<file path="src/pwm_gen_cfg.svh">
// Register map, field positions and reset values of the waveform group set.
// Assumes inclusion by bare name from each design file that needs it.
`ifndef PWM_GEN_CFG_SVH
`define PWM_GEN_CFG_SVH
`define CTRL_OFS 8'h00
`define PERIOD_OFS 8'h04
`define STATUS_OFS 8'h08
`define DUTY_BASE_OFS 8'h10
`define DUTY_LAST_OFS 8'h4c
`define CTRL_EN_BIT 0
`define CTRL_CENTER_BIT 1
`define CTRL_DOUBLE_BIT 2
`define CTRL_ROUTE_BIT 3
`define CTRL_PAIR_LSB 4
`define CTRL_PAIR_MSB 7
`define PERIOD_RESET 16'h00ff
`define DUTY_RESET 16'h0000
`define RESP_OKAY 2'b00
`define RESP_SLVERR 2'b10
`endif

</file>
<file path="src/pwm_gen_pkg.sv">
// Types and shared helpers of the waveform group set.
// Assumes nothing beyond a SystemVerilog compiler.
package pwm_gen_pkg;
    typedef logic [15:0] count_t;
    typedef enum logic {dir_up, dir_down} count_dir_t;

    // Byte-lane merge of an AXI write into a stored word.
    function automatic logic [31:0] merge_bytes(input logic [31:0] old_w,
                                                input logic [31:0] new_w,
                                                input logic [3:0] strb);
        logic [31:0] res;
        res = old_w;
        for (int b = 0; b < 4; b++) begin
            if (strb[b]) begin
                res[8*b +: 8] = new_w[8*b +: 8];
            end
        end
        return res;
    endfunction : merge_bytes
endpackage : pwm_gen_pkg

</file>
<file path="src/pwm_timebase_if.sv">
// Timebase shared from the counter to every output group.
// Assumes all users sit on the same clock.
interface pwm_timebase_if;
    import pwm_gen_pkg::*;
    count_t cmp_count;
    logic run;
    logic load;
    modport drive (output cmp_count, output run, output load);
    modport group (input cmp_count, input run, input load);
endinterface : pwm_timebase_if
</file>
<file path="src/multi_group_pwm_generator.sv">
// Sixteen-output PWM generator in four groups, with an AXI4-Lite register slave.
// Assumes one clock, synchronous active-low reset, and a well-behaved AXI master.
// How it works
// - Software picks edge-aligned or center-aligned waveforms.
// - Each group is paired (complementary pair outputs) or non-paired (four independent outputs).
// - There are four independent groups of four outputs, sixteen in all.
// - Each group's four outputs form two pairs, both following the group's pairing setting.
// - Center-aligned operation offers single-update and double-update, chosen by software.
// - Single-update loads new duties once per period, so pulses are symmetric about the midpoint.
// - Double-update loads duties at period start and again at midpoint, allowing asymmetry.
// - Software routes the outputs to the external-port address pins or to the pin matrix.
//
// Our own choices: the AXI4-Lite interface to the registers and the register offsets.
`include "pwm_gen_cfg.svh"
module multi_group_pwm_generator #(
    parameter int ADDR_W = 8
) (
    // Clock and reset
    input wire logic aclk,
    input wire logic aresetn,
    // AXI4-Lite write address
    input wire logic [ADDR_W-1:0] s_axi_awaddr,
    input wire logic s_axi_awvalid,
    output logic s_axi_awready,
    // AXI4-Lite write data
    input wire logic [31:0] s_axi_wdata,
    input wire logic [3:0] s_axi_wstrb,
    input wire logic s_axi_wvalid,
    output logic s_axi_wready,
    // AXI4-Lite write response
    output logic [1:0] s_axi_bresp,
    output logic s_axi_bvalid,
    input wire logic s_axi_bready,
    // AXI4-Lite read address
    input wire logic [ADDR_W-1:0] s_axi_araddr,
    input wire logic s_axi_arvalid,
    output logic s_axi_arready,
    // AXI4-Lite read data
    output logic [31:0] s_axi_rdata,
    output logic [1:0] s_axi_rresp,
    output logic s_axi_rvalid,
    input wire logic s_axi_rready,
    // Waveform outputs
    output logic [15:0] ext_port_pwm_q,
    output logic [15:0] peripheral_pin_matrix_q
);
    import pwm_gen_pkg::*;

    function automatic logic is_duty(input logic [ADDR_W-1:0] a);
        return (a >= `DUTY_BASE_OFS) && (a <= `DUTY_LAST_OFS) && (a[1:0] == 2'b00);
    endfunction : is_duty

    function automatic logic [3:0] duty_idx(input logic [ADDR_W-1:0] a);
        logic [ADDR_W-1:0] d;
        d = a - `DUTY_BASE_OFS;
        return d[5:2];
    endfunction : duty_idx

    function automatic logic is_mapped(input logic [ADDR_W-1:0] a);
        return (a == `CTRL_OFS) || (a == `PERIOD_OFS) || (a == `STATUS_OFS) || is_duty(a);
    endfunction : is_mapped

    // Control and shadow registers.
    logic en_q, center_q, double_q, route_q;
    logic [3:0] pair_q;
    count_t period_q, per_act_q, cnt_q, cnt_d;
    count_t duty_q [16];
    count_dir_t dir_q, dir_d;

    // AXI state.
    logic aw_got_q, w_got_q, bvalid_q, rvalid_q;
    logic [ADDR_W-1:0] awaddr_q;
    logic [31:0] wdata_q, rdata_q;
    logic [3:0] wstrb_q;
    logic [1:0] bresp_q, rresp_q;

    wire aw_take = s_axi_awvalid && s_axi_awready;
    wire w_take = s_axi_wvalid && s_axi_wready;
    wire wr_do = aw_got_q && w_got_q;
    wire rd_take = s_axi_arvalid && s_axi_arready;
    wire [31:0] ctrl_word = {24'h0, pair_q, route_q, double_q, center_q, en_q};
    wire [31:0] ctrl_new = merge_bytes(ctrl_word, wdata_q, wstrb_q);
    wire [31:0] per_new = merge_bytes({16'h0, period_q}, wdata_q, wstrb_q);
    wire [31:0] duty_new = merge_bytes({16'h0, duty_q[duty_idx(awaddr_q)]}, wdata_q, wstrb_q);

    assign s_axi_awready = !aw_got_q && !bvalid_q;
    assign s_axi_wready = !w_got_q && !bvalid_q;
    assign s_axi_arready = !rvalid_q;
    assign s_axi_bvalid = bvalid_q;
    assign s_axi_bresp = bresp_q;
    assign s_axi_rvalid = rvalid_q;
    assign s_axi_rdata = rdata_q;
    assign s_axi_rresp = rresp_q;

    // Timebase decode: while enabled, period end and, in double-update, the midpoint are the only update points.
    wire [16:0] cnt_inc = {1'b0, cnt_q} + 17'h00001;
    wire reach_top = cnt_inc >= {1'b0, per_act_q};
    wire period_end = center_q ? (dir_q == dir_down && cnt_q <= 16'h0001) : reach_top;
    wire mid_point = center_q && (dir_q == dir_up) && reach_top;
    wire load = !en_q || period_end || (center_q && double_q && mid_point);

    // Center mode compares against the distance from the midpoint, so pulses centre on it.
    wire [31:0] read_mux =
        (s_axi_araddr == `CTRL_OFS) ? ctrl_word :
        (s_axi_araddr == `PERIOD_OFS) ? {16'h0, period_q} :
        (s_axi_araddr == `STATUS_OFS) ? {cnt_q, 15'h0, (dir_q == dir_down)} :
        is_duty(s_axi_araddr) ? {16'h0, duty_q[duty_idx(s_axi_araddr)]} : 32'h0;

    pwm_timebase_if tb ();
    assign tb.cmp_count = center_q ? (per_act_q - cnt_q) : cnt_q;
    assign tb.run = en_q;
    assign tb.load = load;

    always_comb begin
        cnt_d = 16'h0;
        dir_d = dir_up;
        if (en_q && center_q) begin
            if (dir_q == dir_up) begin
                cnt_d = mid_point ? per_act_q : cnt_inc[15:0];
                dir_d = mid_point ? dir_down : dir_up;
            end else begin
                cnt_d = period_end ? 16'h0 : cnt_q - 16'h0001;
                dir_d = period_end ? dir_up : dir_down;
            end
        end else if (en_q) begin
            cnt_d = period_end ? 16'h0 : cnt_inc[15:0];
        end
    end

    always_ff @(posedge aclk) begin
        if (!aresetn) begin
            cnt_q <= 16'h0;
            dir_q <= dir_up;
            per_act_q <= `PERIOD_RESET;
        end else begin
            cnt_q <= cnt_d;
            dir_q <= dir_d;
            if (!en_q || period_end) begin
                per_act_q <= period_q;
            end
        end
    end

    // Register writes; aw and w may arrive in either order.
    always_ff @(posedge aclk) begin
        if (!aresetn) begin
            aw_got_q <= 1'b0;
            w_got_q <= 1'b0;
            bvalid_q <= 1'b0;
            bresp_q <= `RESP_OKAY;
            awaddr_q <= '0;
            wdata_q <= 32'h0;
            wstrb_q <= 4'h0;
            en_q <= 1'b0;
            center_q <= 1'b0;
            double_q <= 1'b0;
            route_q <= 1'b0;
            pair_q <= 4'h0;
            period_q <= `PERIOD_RESET;
            for (int k = 0; k < 16; k++) begin
                duty_q[k] <= `DUTY_RESET;
            end
        end else begin
            if (aw_take) begin
                aw_got_q <= 1'b1;
                awaddr_q <= s_axi_awaddr;
            end
            if (w_take) begin
                w_got_q <= 1'b1;
                wdata_q <= s_axi_wdata;
                wstrb_q <= s_axi_wstrb;
            end
            if (wr_do) begin
                aw_got_q <= 1'b0;
                w_got_q <= 1'b0;
                bvalid_q <= 1'b1;
                bresp_q <= is_mapped(awaddr_q) ? `RESP_OKAY : `RESP_SLVERR;
                if (awaddr_q == `CTRL_OFS) begin
                    en_q <= ctrl_new[`CTRL_EN_BIT];
                    center_q <= ctrl_new[`CTRL_CENTER_BIT];
                    double_q <= ctrl_new[`CTRL_DOUBLE_BIT];
                    route_q <= ctrl_new[`CTRL_ROUTE_BIT];
                    pair_q <= ctrl_new[`CTRL_PAIR_MSB:`CTRL_PAIR_LSB];
                end
                if (awaddr_q == `PERIOD_OFS) begin
                    period_q <= per_new[15:0];
                end
                if (is_duty(awaddr_q)) begin
                    duty_q[duty_idx(awaddr_q)] <= duty_new[15:0];
                end
            end else if (bvalid_q && s_axi_bready) begin
                bvalid_q <= 1'b0;
            end
        end
    end

    always_ff @(posedge aclk) begin
        if (!aresetn) begin
            rvalid_q <= 1'b0;
            rdata_q <= 32'h0;
            rresp_q <= `RESP_OKAY;
        end else if (rd_take) begin
            rvalid_q <= 1'b1;
            rdata_q <= read_mux;
            rresp_q <= is_mapped(s_axi_araddr) ? `RESP_OKAY : `RESP_SLVERR;
        end else if (s_axi_rready) begin
            rvalid_q <= 1'b0;
        end
    end

    // Four identical groups share one timebase.
    logic [15:0] waves;
    genvar g;
    generate
        for (g = 0; g < 4; g++) begin : g_grp
            logic [63:0] dflat;
            assign dflat = {duty_q[4*g+3], duty_q[4*g+2], duty_q[4*g+1], duty_q[4*g]};
            pwm_group u_grp (
                .aclk(aclk),
                .aresetn(aresetn),
                .tb(tb.group),
                .paired(pair_q[g]),
                .duty_shadow(dflat),
                .wave_q(waves[4*g +: 4])
            );
        end
    endgenerate

    // The unselected destination is held low rather than left floating.
    always_ff @(posedge aclk) begin
        if (!aresetn) begin
            ext_port_pwm_q <= 16'h0;
            peripheral_pin_matrix_q <= 16'h0;
        end else begin
            ext_port_pwm_q <= route_q ? 16'h0 : waves;
            peripheral_pin_matrix_q <= route_q ? waves : 16'h0;
        end
    end

    a_edge_wrap: assert property (@(posedge aclk) disable iff (!aresetn)
        en_q && !center_q && reach_top ##1 en_q && !center_q |-> cnt_q == 16'h0)
        else $error("edge-aligned counter did not wrap at period end");
    a_center_turn: assert property (@(posedge aclk) disable iff (!aresetn)
        en_q && mid_point |=> (dir_q == dir_down) && (cnt_q == $past(per_act_q)))
        else $error("center-aligned counter did not turn at the midpoint");
    a_no_extra_load: assert property (@(posedge aclk) disable iff (!aresetn)
        en_q && !period_end && !(double_q && mid_point) |-> !load)
        else $error("load outside an update point");
    a_single_update: assert property (@(posedge aclk) disable iff (!aresetn)
        en_q && center_q && !double_q && load |-> period_end && dir_q == dir_down)
        else $error("single-update loaded away from period start");
    a_double_update: assert property (@(posedge aclk) disable iff (!aresetn)
        en_q && center_q && double_q && mid_point |-> load)
        else $error("double-update missed the midpoint load");
    a_period_shadow: assert property (@(posedge aclk) disable iff (!aresetn)
        en_q && !period_end |=> per_act_q == $past(per_act_q))
        else $error("active period changed mid-period");
    a_route_sel: assert property (@(posedge aclk) disable iff (!aresetn)
        route_q |=> (ext_port_pwm_q == 16'h0) && (peripheral_pin_matrix_q == $past(waves)))
        else $error("routing to pin matrix is wrong");
    a_group_count: assert property (@(posedge aclk) disable iff (!aresetn)
        !route_q |=> ext_port_pwm_q == $past(waves))
        else $error("sixteen outputs not carried to the external port");
endmodule : multi_group_pwm_generator

</file>
<file path="src/pwm_group.sv">
// One group of four outputs organised as two pairs.
// Assumes the timebase load pulse marks the update points.
`include "pwm_gen_cfg.svh"
module pwm_group (
    // Clock and reset
    input wire logic aclk,
    input wire logic aresetn,
    // Timebase and settings
    pwm_timebase_if.group tb,
    input wire logic paired,
    input wire logic [63:0] duty_shadow,
    // Waveforms
    output logic [3:0] wave_q
);
    import pwm_gen_pkg::*;

    count_t act_q [4];
    logic [3:0] raw;
    logic [3:0] wave_d;

    genvar i;
    generate
        for (i = 0; i < 4; i++) begin : g_cmp
            assign raw[i] = tb.run && (tb.cmp_count < act_q[i]);
        end
    endgenerate

    // Paired mode uses the even output's duty and drives the odd one as its complement.
    assign wave_d[0] = raw[0];
    assign wave_d[2] = raw[2];
    assign wave_d[1] = paired ? (tb.run && !raw[0]) : raw[1];
    assign wave_d[3] = paired ? (tb.run && !raw[2]) : raw[3];

    always_ff @(posedge aclk) begin
        if (!aresetn) begin
            for (int k = 0; k < 4; k++) begin
                act_q[k] <= `DUTY_RESET;
            end
        end else if (tb.load) begin
            for (int k = 0; k < 4; k++) begin
                act_q[k] <= duty_shadow[16*k +: 16];
            end
        end
    end

    always_ff @(posedge aclk) begin
        if (!aresetn) begin
            wave_q <= 4'h0;
        end else begin
            wave_q <= wave_d;
        end
    end

    a_shadow_hold: assert property (@(posedge aclk) disable iff (!aresetn)
        !tb.load |=> (act_q[0] == $past(act_q[0])) && (act_q[3] == $past(act_q[3])))
        else $error("active duty changed outside an update point");
    a_pair_compl: assert property (@(posedge aclk) disable iff (!aresetn)
        paired && tb.run |=> (wave_q[1] == !wave_q[0]) && (wave_q[3] == !wave_q[2]))
        else $error("paired outputs are not complementary");
    a_indep_out: assert property (@(posedge aclk) disable iff (!aresetn)
        !paired && tb.run && (tb.cmp_count < act_q[1]) |=> wave_q[1])
        else $error("independent output did not follow its own duty");
endmodule : pwm_group

</file>
<file path="config.mk">
export PLATFORM = sky130hd
export DESIGN_NAME = multi_group_pwm_generator
export DESIGN_NICKNAME = d
export VERILOG_FILES = /design/src/pwm_gen_pkg.sv /design/src/pwm_timebase_if.sv /design/src/multi_group_pwm_generator.sv /design/src/pwm_group.sv
export VERILOG_INCLUDE_DIRS = /design/src
export SDC_FILE = /design/constraint.sdc
export NUM_CORES = 1
export LEC_CHECK = 0
export BUFFER_PORTS_ARGS = -buffer_cell sky130_fd_sc_hd__buf_2
export CORE_UTILIZATION = 65
export DETAILED_ROUTE_END_ITERATION = 6
export PLACE_DENSITY = 0.83
export SETUP_SLACK_MARGIN = 0.5
export SYNTH_ARGS = -nofsm -noshare
export SYNTH_HDL_FRONTEND = slang
export SYNTH_HIERARCHICAL = 1
export SYNTH_SLANG_ARGS = --single-unit
</file>
<file path="constraint.sdc">
create_clock -name aclk -period 11.25 [get_ports aclk]
set_clock_uncertainty 0.05 [all_clocks]
set_input_delay 0.5625 -clock aclk [delete_from_list [all_inputs] [get_ports aclk]]
set_output_delay 0.5625 -clock aclk [all_outputs]
set_load 0.02 [all_outputs]
</file>
After elaboration in Yosys (flattened, before gate mapping)
Memories as Yosys holds them, arrays and structs flattened.
Index checks and enable logic that the tools add are counted.
Widths: inputs -> output; s select.
{ "totals": {"ff_bits": 171, "latchBits": 0, "ramBits": 512, "mem_bits_ro": 0, "out_inout_bits": 73, "mem_count": 5} }
{ "mem_list": {"columns": ["name", "words", "width", "read_ports", "rd_clocked_by_memory_dff", "write_ports", "line", "text"], "rows": [
  ["duty_q", 16, 16, 17, 0, 16, "multi_group_pwm_generator.sv:67", "count_t duty_q [16];"],
  ["g_grp[0].u_grp.act_q", 4, 16, 4, 0, 4, "pwm_group.sv:17", "count_t act_q [4];"],
  ["g_grp[1].u_grp.act_q", 4, 16, 4, 0, 4, "pwm_group.sv:17", null],
  ["g_grp[2].u_grp.act_q", 4, 16, 4, 0, 4, "pwm_group.sv:17", null],
  ["g_grp[3].u_grp.act_q", 4, 16, 4, 0, 4, "pwm_group.sv:17", null]
]} }
{ "classes": {"addsub": 5, "multipliers": 0, "div_mod_pow": 0, "order_cmp": 22, "n_eq_ne": 6, "shifts": 0, "mux": 58, "n_bitwise": 18, "reduce_logical": 78} }
{ "op_table": {"columns": ["operator", "n"], "rows": [
  ["$mux 16", 25],
  ["$lt 16x16->1", 16],
  ["$mux 32", 3],
  ["$logic_and 1x1->1", 41],
  ["$mux 1", 24],
  ["$add 16x1->17 const B", 1],
  ["$ge 17x16->1", 1],
  ["$eq 8x3->1 const B", 2],
  ["$eq 8x4->1 const B", 2],
  ["$ge 8x5->1 const B", 2],
  ["$le 16x1->1 const B", 1],
  ["$le 8x7->1 const B", 2],
  ["$logic_not 8->1", 2],
  ["$mux 8", 2],
  ["$or 1x1->1", 16],
  ["$reduce_or 16->1", 1],
  ["$sub 16x1->16 const B", 1],
  ["$sub 16x16->16", 1],
  ["$logic_not 1->1", 13],
  ["$sub 6x5->6 const B", 2],
  ["$reduce_and 3->1", 3],
  ["$logic_or 1x1->1", 8],
  ["$reduce_and 2->1", 4],
  ["$mux 2", 3],
  ["other kinds (6)", 11]
]} }

Longest topological paths before layout
Gate-level depths: netlist of run 1.
{ "logic_depth": {"ltp_word": 10, "ltp_mapped": 17, "ltp_nobuf": 17} }

Hierarchy
Netlist of run 1, hierarchy kept.
{ "by_module_without_submodules": {"columns": ["mod", "instances", "cells_each", "area_each_um2", "seq_area_each_um2"], "rows": [
  ["multi_group_pwm_generator", 1, 1615, 19327.3, 10750.3],
  ["pwm_group (g_grp[2].u_grp ...)", 2, 374, 4027.6, 2001.9],
  ["pwm_group (g_grp[0].u_grp ...)", 2, 370, 4020.1, 2001.9]
]} }

Least setup slack after synthesis of run 1
OpenSTA, ideal clock, no wires.
{ "synth_path": {"path_type": "register to register", "startpoint": "register cnt_q[0]", "endpoint": "memory g_grp[0].u_grp/act_q[0][0] (netlist bit), enable pin", "setup_time_ps": 433, "arrival_ps": 4941, "setup_slack_ps": 5826, "stages_incl_launch_ff": 17, "path_buffers": 3, "cell_sequence": "dfxtp_1 clkbuf_1 nand3_1 nor3_1 and3_1 clkbuf_1 nand3_1 xnor2_1 ha_1 nand4_1 nor3_1 o41ai_4 a21oi_2 nor2_4 nand2_1 clkbuf_1 nand2b_1"} }
{ "synth_lines": {"columns": ["item", "line", "text"], "rows": [
  ["start: declaration", "multi_group_pwm_generator.sv:66", "count_t period_q, per_act_q, cnt_q, cnt_d;"],
  ["start signal: assignment", "multi_group_pwm_generator.sv:136", "cnt_q <= cnt_d;"],
  ["end: declaration", "pwm_group.sv:17", null]
]} }

==> out/metrics.csv, run 1 <==
stage;metric;value;unit
run_status;status;completed;
sta;fmax;0.143;GHz
placement;place_inst;3783;
sta;max_slew_margin;12.9;%
yosys;synth_compound_area_share;8.22;%
yosys;synth-seq-cells;681;
yosys;yosysSeqAreaShare;53.0;%
yosys;avgSynthCellArea;11.4;µm²
yosys;muxShareOfSynthArea;5.73;%
route;route.vias.total;25300;
clock_network;cts_buffers;71;
yosys;ys_warn_count;6;
yosys;synth_top_area_cell;edfxtp_1;
worst_setup_path;cp_max_fo;116;
worst_setup_path;reg2reg_depth;15;
floorplanning;pin_count;132;
power_and_ir_drop;powerDensity;143;nW/µm²
yosys;synth-simple-area-share;17.4;%
clock_network;clk_latency;0.62;ns
global_route;grt_max_degree;117;
clock_network;cts_num_sinks;681;
clock_network;root_buffer;clkbuf_16;
yosys;synth_edf_count;512;
clock_network;cts.path.max_buffers;3;
sta;slew_violations;0;
yosys;synthTopCellsByArea;edfxtp_1 (43%), ha_1 (9.7%), dfxtp_1 (9.6%);
final_layout;num-fill-cells;3533;
worst_hold_path;hold_path.class;in2reg;
worst_setup_path;critical-path-top-delay-family;simple AND/OR/NAND/NOR gates;
route;via_per_inst;6.47;
floorplanning;die-width;235;µm
placement;place_area;36500;µm²
yosys;yosysMostFrequentCell;edfxtp_1;
route;route.detailed.drc;0;
yosys;synthCells;3103;
placement;dp_hpwl;67500;µm
route;wl;96700;µm
run;cap_violations;0;
clock_network;cts_hold_buf;0;
final_layout;final_cells;3912;
power_and_ir_drop;power;5580;µW
global_route;grt_pass1_vias;24600;
sta;min_period;6.98;ns
clock_network;post-cts-setup-buffers;0;
floorplanning;core;53800;µm²
sta;rsz0062_at_grt;false;
global_route;grt-ovfl-total;0;
yosys;synth_fa_ha_area_share;9.81;%
global_route;grt_usage;34.9;%
worst_setup_path;worst_path_largest_cell_delay;0.81;ns
floorplanning;start_util;65.8;%
worst_setup_path;r2r-start;cnt_q[2];
final_layout;final_nets;3496;
worst_setup_path;critPathLaunch;cnt_q[2];
clock_network;cts_resized;0;
yosys;synth_xor_area_share;0.816;%
worst_setup_path;path_class;reg2reg;
global_route;antenna_found_initial;2;
sta;fin_crit_sh;62.1;%
worst_hold_path;min_from;s_axi_wdata[15];
sta;setup_viol;0;
route;drt-initial-drc-count;3061;
yosys;netlist.area_leader.share;43.4;%
sta;hold_viol;0;
global_route;busiest_layer;met2;
worst_setup_path;critPathRequiredTime;11.45;ns
clock_network;clk_pin_slew;0.07;ns
worst_setup_path;cp_cell_sequence;nand3_1 -> nor3_1 -> and3_1 -> nand3_1 -> xnor2_1 -> ha_1 -> nand4_1 -> nor3_1 -> o41ai_4 -> a21oi_2 -> nor2_4 -> nand2_4 -> buf_4 -> nand2b_2 -> buf_4;
worst_setup_path;critPathBufInv;2;
worst_setup_path;startpoint_type;flop;
final_layout;stdcell_area;38900;µm²
worst_hold_path;whs_path_depth;3;
power_and_ir_drop;vdd_drop_max;121;µV
sta;tns;0;ns
global_route;met3_usage;8.35;%
worst_setup_path;crit_path_top_delay_cell;nand2b_2;
sta;fin_ws;4.27;ns
yosys;synth_top_family_by_area;simple AND/OR/NAND/NOR gates;
yosys;synth_flop_cell;edfxtp_1;
yosys;synthDistinctLibCells;83;
floorplanning;fp.dieH;235;µm
clock_network;htree_levels;3;
yosys;synth_area;35400;µm²
global_route;met1_usage;44.9;%
floorplanning;die_area;55400;µm²
worst_setup_path;cp.depth;15;
clock_network;cts_tree;built;
floorplanning;rows;85;
final_layout;syn2layout_area_growth;9.90;%
final_layout;drive_above_1_share;11.9;%
sta;tightest_slew;1.29;ns
worst_setup_path;cp-end-kind;flop;
yosys;synthArstFlopShare;0;%
route;wire_per_inst;24.7;µm
global_route;grtUsageMet2;55.7;%
placement;gp_congestion;0.964;
route;first_pass_iters;5;
placement;io_buffers;111;
placement;place_ws;4.50;ns
yosys;ys_top_cells_by_count;edfxtp_1 (512), inv_1 (291), and3_1 (285);
global_route;grt_pass1_wl;145000;µm
worst_setup_path;crit_arrival;7.18;ns
route;antenna_left;0;
power_and_ir_drop;p_leak;0.0168;µW
worst paths after layout:
path                                end  slack [ns]
max          g_grp[0].u_grp/act_q[2][2]        4.27
min                         wdata_q[15]        0.15
max reg2reg  g_grp[0].u_grp/act_q[2][2]        4.27
min reg2reg           ext_port_pwm_q[0]        0.40
area by class of cell:
cell class	count	area, µm²	area share (%)
Multi-Input combinational cell	1968	15000	38.4
Clock inverter	26	288	0.739
Sequential cell	681	18800	48.2
Inverter	292	1100	2.82
Tap cell	696	871	2.24
Clock buffer	102	2130	5.47
Antenna cell	1	2.50	0.00643
Timing Repair Buffer	146	831	2.13
stage by stage:
step	hold WS, ns	utilization [%]
2_1_floorplan	0.372	-
3_3_place_gp	0.381	67.8
3_5_place_dp	0.386	67.8
4_1_cts	0.134	72.3
5_1_grt	0.158	72.3
6_report	0.148	72.3
tightest hold or removal path, cell delays in order:
cell and delay (ns):
buf_2 0.09, nand2_1 0.04, a21boi_0 0.06
sequential cells by signal (all words and copies together), names as in the netlist, 2 cells and up:
register                 cells
duty_q                     256
g_grp.u_grp/act_q          256
s_axi_rdata                 32
cnt_q                       16
ext_port_pwm_q              16
g_grp.u_grp/wave_q          16
per_act_q                   16
period_q                    16
peripheral_pin_matrix_q     16
wdata_q                     16
awaddr_q                     8
pair_q                       4
wstrb_q                      2
layer usage:
layer | up-vias | wire length, µm | part of all wire [%]
li1 | 11300 | - | -
met1 | 12200 | 36000 | 37
met2 | 1476 | 44600 | 46
met3 | 295 | 11200 | 12
met4 | 2 | 4840 | 5.0
met5 | - | 13 | 0.013
cells in the final DEF (no fill, tap or decap), types with 86 or more instances in the layout:
cell type and instances:
and2_1 276, edfxtp_1 512, buf_2 109, a21oi_1 120, nand2_1 222, inv_1 291, dfxtp_1 169, o21ai_0 104
ha_1 276, and3_1 285, nor2_1 86
kinds of logic after synthesis:
kind of cell               count (synthesis)
adders and majority gates                277
xor gates and xnor gates                  33
other                                      1
and+or+nand+nor                         1114
muxes                                    101
buffers and inverters                    455
AOI/OAI and AO/OA                        441
DFF                                      681
report_power, final:
part / leakage [µW] / total [µW] / internal, µW / switching [µW]
clock network: 0.00121 / 2430 / 1440 / 996
registers: 0.00704 / 2830 / 2770 / 67.0
logic: 0.00860 / 317 / 118 / 199
total: 0.0168 / 5580 / 4320 / 1260
Note: power is estimated with default switching activity, not from simulation.
==> inputs of run 2 (changes only) <==
- CORE_UTILIZATION: 65 -> 57
- PLACE_DENSITY: 0.83 -> 0.77
- clock period: 11.25 -> 5.6 ns (I/O delays scaled with it)
==> run 2 against run 1 <==
Combinational power grew 100%. Register-to-register slack worse by 3.6 ns. Via count is 0.77% lower. Critical path depth rose by 4. Sequential power is 100% higher. Sequential cell count stayed put. Clock-buffer cell count down 6. Design area is 1.6% higher. Wire length up 1.7%. Core utilization is 8.1 points lower. Die area up 14%.
==> out/metrics.csv, run 2 (synthesis results as in run 1) <==
stage;metric;value;unit;change
final_layout;syn2layout_area_growth;11.7;%;was 9.90%
sta;rsz0062_at_grt;false;;unchanged
route;route.vias.total;25100;;was 25300
clock_network;clk_pin_slew;0.06;ns;was 0.07 ns
floorplanning;die-width;251;µm;was 235 µm
sta;setup_viol;0;;unchanged
floorplanning;die_area;63100;µm²;was 55400 µm²
worst_setup_path;startpoint_type;flop;;unchanged
clock_network;cts_tree;built;;unchanged
sta;tightest_slew;1.28;ns;was 1.29 ns
global_route;grt_max_degree;196;;was 117
worst_hold_path;hold_path.class;in2reg;;unchanged
worst_setup_path;crit_path_top_delay_cell;or4_1;;was nand2b_2
global_route;grt_usage;31.3;%;was 34.9%
final_layout;drive_above_1_share;12.1;%;was 11.9%
sta;slew_violations;0;;unchanged
worst_setup_path;cp-end-kind;flop;;unchanged
clock_network;htree_levels;3;;unchanged
run;cap_violations;0;;unchanged
sta;fin_crit_sh;87.9;%;was 62.1%
clock_network;root_buffer;clkbuf_16;;unchanged
final_layout;mostFrequentLayoutCells;edfxtp_1 (512), inv_1 (291), and3_1 (285), and2_1 (276), ha_1 (276);;unchanged
route;via_per_inst;6.11;;was 6.47
final_layout;final_common_cell;edfxtp_1;;unchanged
worst_setup_path;cp_max_fo;12;;was 116
power_and_ir_drop;p_leak;0.0170;µW;was 0.0168 µW
route;first_pass_iters;6;;was 5
placement;dp_hpwl;69500;µm;was 67500 µm
floorplanning;fp.dieH;251;µm;was 235 µm
worst_setup_path;cp_cell_sequence;inv_1 -> ha_1 -> fa_1 -> nor2b_1 -> o21a_1 -> o21ai_0 -> a21oi_1 -> a41oi_1 -> a21oi_1 -> xnor2_1 -> a21oi_2 -> buf_4 -> buf_4 -> ha_1 -> nand4_1 -> or4_1 -> o32ai_2 -> o31ai_1 -> o21ai_2;;was nand3_1 -> nor3_1 -> and3_1 -> nand3_1 -> xnor2_1 -> ha_1 -> nand4_1 -> nor3_1 -> o41ai_4 -> a21oi_2 -> nor2_4 -> nand2_4 -> buf_4 -> nand2b_2 -> buf_4
clock_network;cts.path.max_buffers;3;;unchanged
run_status;status;completed;;unchanged
worst_setup_path;worst_path_largest_cell_delay;0.60;ns;was 0.81 ns
global_route;grt-ovfl-total;0;;unchanged
final_layout;final_cells;4106;;was 3912
route;wl;98300;µm;was 96700 µm
clock_network;cts_buffers;72;;was 71
sta;min_period;4.92;ns;was 6.98 ns
power_and_ir_drop;vdd_drop_max;196;µV;was 121 µV
power_and_ir_drop;powerDensity;280;nW/µm²;was 143 nW/µm²
worst_setup_path;crit_arrival;5.41;ns;was 7.18 ns
final_layout;num-fill-cells;4649;;was 3533
worst_setup_path;critPathBufInv;3;;was 2
sta;fmax;0.203;GHz;was 0.143 GHz
global_route;antenna_found_initial;7;;was 2
floorplanning;start_util;57.5;%;was 65.8%
route;route.detailed.drc;0;;unchanged
sta;hold_ws;0.153;ns;was 0.148 ns
clock_network;post-cts-setup-buffers;0;;unchanged
worst_setup_path;path_class;reg2reg;;unchanged
worst_setup_path;critPathRequiredTime;6.09;ns;was 11.45 ns
placement;gp_congestion;0.948;;was 0.964
placement;io_buffers;111;;unchanged
floorplanning;rows;91;;was 85
route;wire_per_inst;24.0;µm;was 24.7 µm
clock_network;cts_num_sinks;681;;unchanged
final_layout;final_nets;3547;;was 3496
placement;place_inst;3945;;was 3783
floorplanning;core;61600;µm²;was 53800 µm²
global_route;grt_pass1_wl;147000;µm;was 145000 µm
sta;hold_viol;0;;unchanged
route;drt-initial-drc-count;2766;;was 3061
sta;max_slew_margin;13.7;%;was 12.9%
global_route;grt_pass1_vias;24800;;was 24600
sta;tns;0;ns;unchanged
worst_setup_path;critical-path-top-delay-family;compound AO/OA/AOI/OAI gates;;was simple AND/OR/NAND/NOR gates
route;antenna_left;0;;unchanged
clock_network;clk_latency;0.62;ns;about the same
floorplanning;pin_count;132;;unchanged
-- run 2: cell types whose count changed in the layout (fill, tap and decap cells not counted), sizes merged --
cell         previous run  this run
inv                   294       296
bufinv                  5         4
dlygate4sd3             0        29
clkinvlp                0         3
clkinv                 19        22
diode                   1         3
clkbuf                102        96
buf                   146       167
-- run 2: final cells by class --
class                   count  area (µm²)  share of cell area, %
inverters                 292        1100                   2.77
flip-flops and latches    681       18800                   47.4
multi-input cells        1968       15000                   37.9
clock inverters            33         298                  0.753
well taps                 837        1050                   2.65
clock buffers              96        2020                   5.10
diodes                      3        7.51                 0.0190
repair buffers            196        1360                   3.43
-- run 2: path summary, 6_finish.rpt --
path | slack, ns | startpoint | depth (start not counted) | end
setup / recovery | 0.68 | per_act_q[0] | 19 | g_grp[0].u_grp/wave_q[3]
hold / removal | 0.15 | aresetn | 3 | g_grp[0].u_grp/wave_q[0]
hold reg to reg | 0.40 | g_grp[1].u_grp/wave_q[0] | 1 | ext_port_pwm_q[4]
setup reg to reg | 0.68 | per_act_q[0] | 19 | g_grp[0].u_grp/wave_q[3]
-- run 2: routing by layer --
metal / share of wire (%) / GRT usage, % / up-vias
met3: 9.6 / 6.10 / 274
met4: 5.7 / 16.8 / 6
met1: 38 / 40.1 / 12100
met2: 47 / 50.4 / 1270
met5: 0.039 / 0 / -
li1: - / - / 11400
-- run 2: stage by stage --
stage | worst slack [ns] | power, µW | area (µm²) | util, %
3_5_place_dp | 0.629 | 6410 | 36900 | 59.9
3_3_place_gp | 0.725 | 6380 | 36900 | 59.9
4_1_cts | 0.598 | 11100 | 39500 | 64.2
5_1_grt | 0.524 | 11300 | 39500 | 64.2
2_1_floorplan | 0.868 | 6140 | 35400 | -
6_report | 0.680 | 11100 | 39600 | 64.2
-- run 2: power by group --
group	internal (µW)	leakage (µW)	total [µW]	switching (µW)
sequential	5560	0.00704	5700	139
combinational	250	0.00887	646	396
clock	2730	0.00114	4740	2010
total	8530	0.0170	11100	2540
-- run 2: tightest hold or removal path: cells and delay by family --
kind	cells	cell delay, ns
simple gates	1	0.06
buf+inv	2	0.40
-- run 2: repair_timing --
item,4_1_cts,5_1_grt
hold buffers,29,0
resized for setup,0,6
endpoints found under the hold margin,28,0
endpoints found under the setup margin,0,339
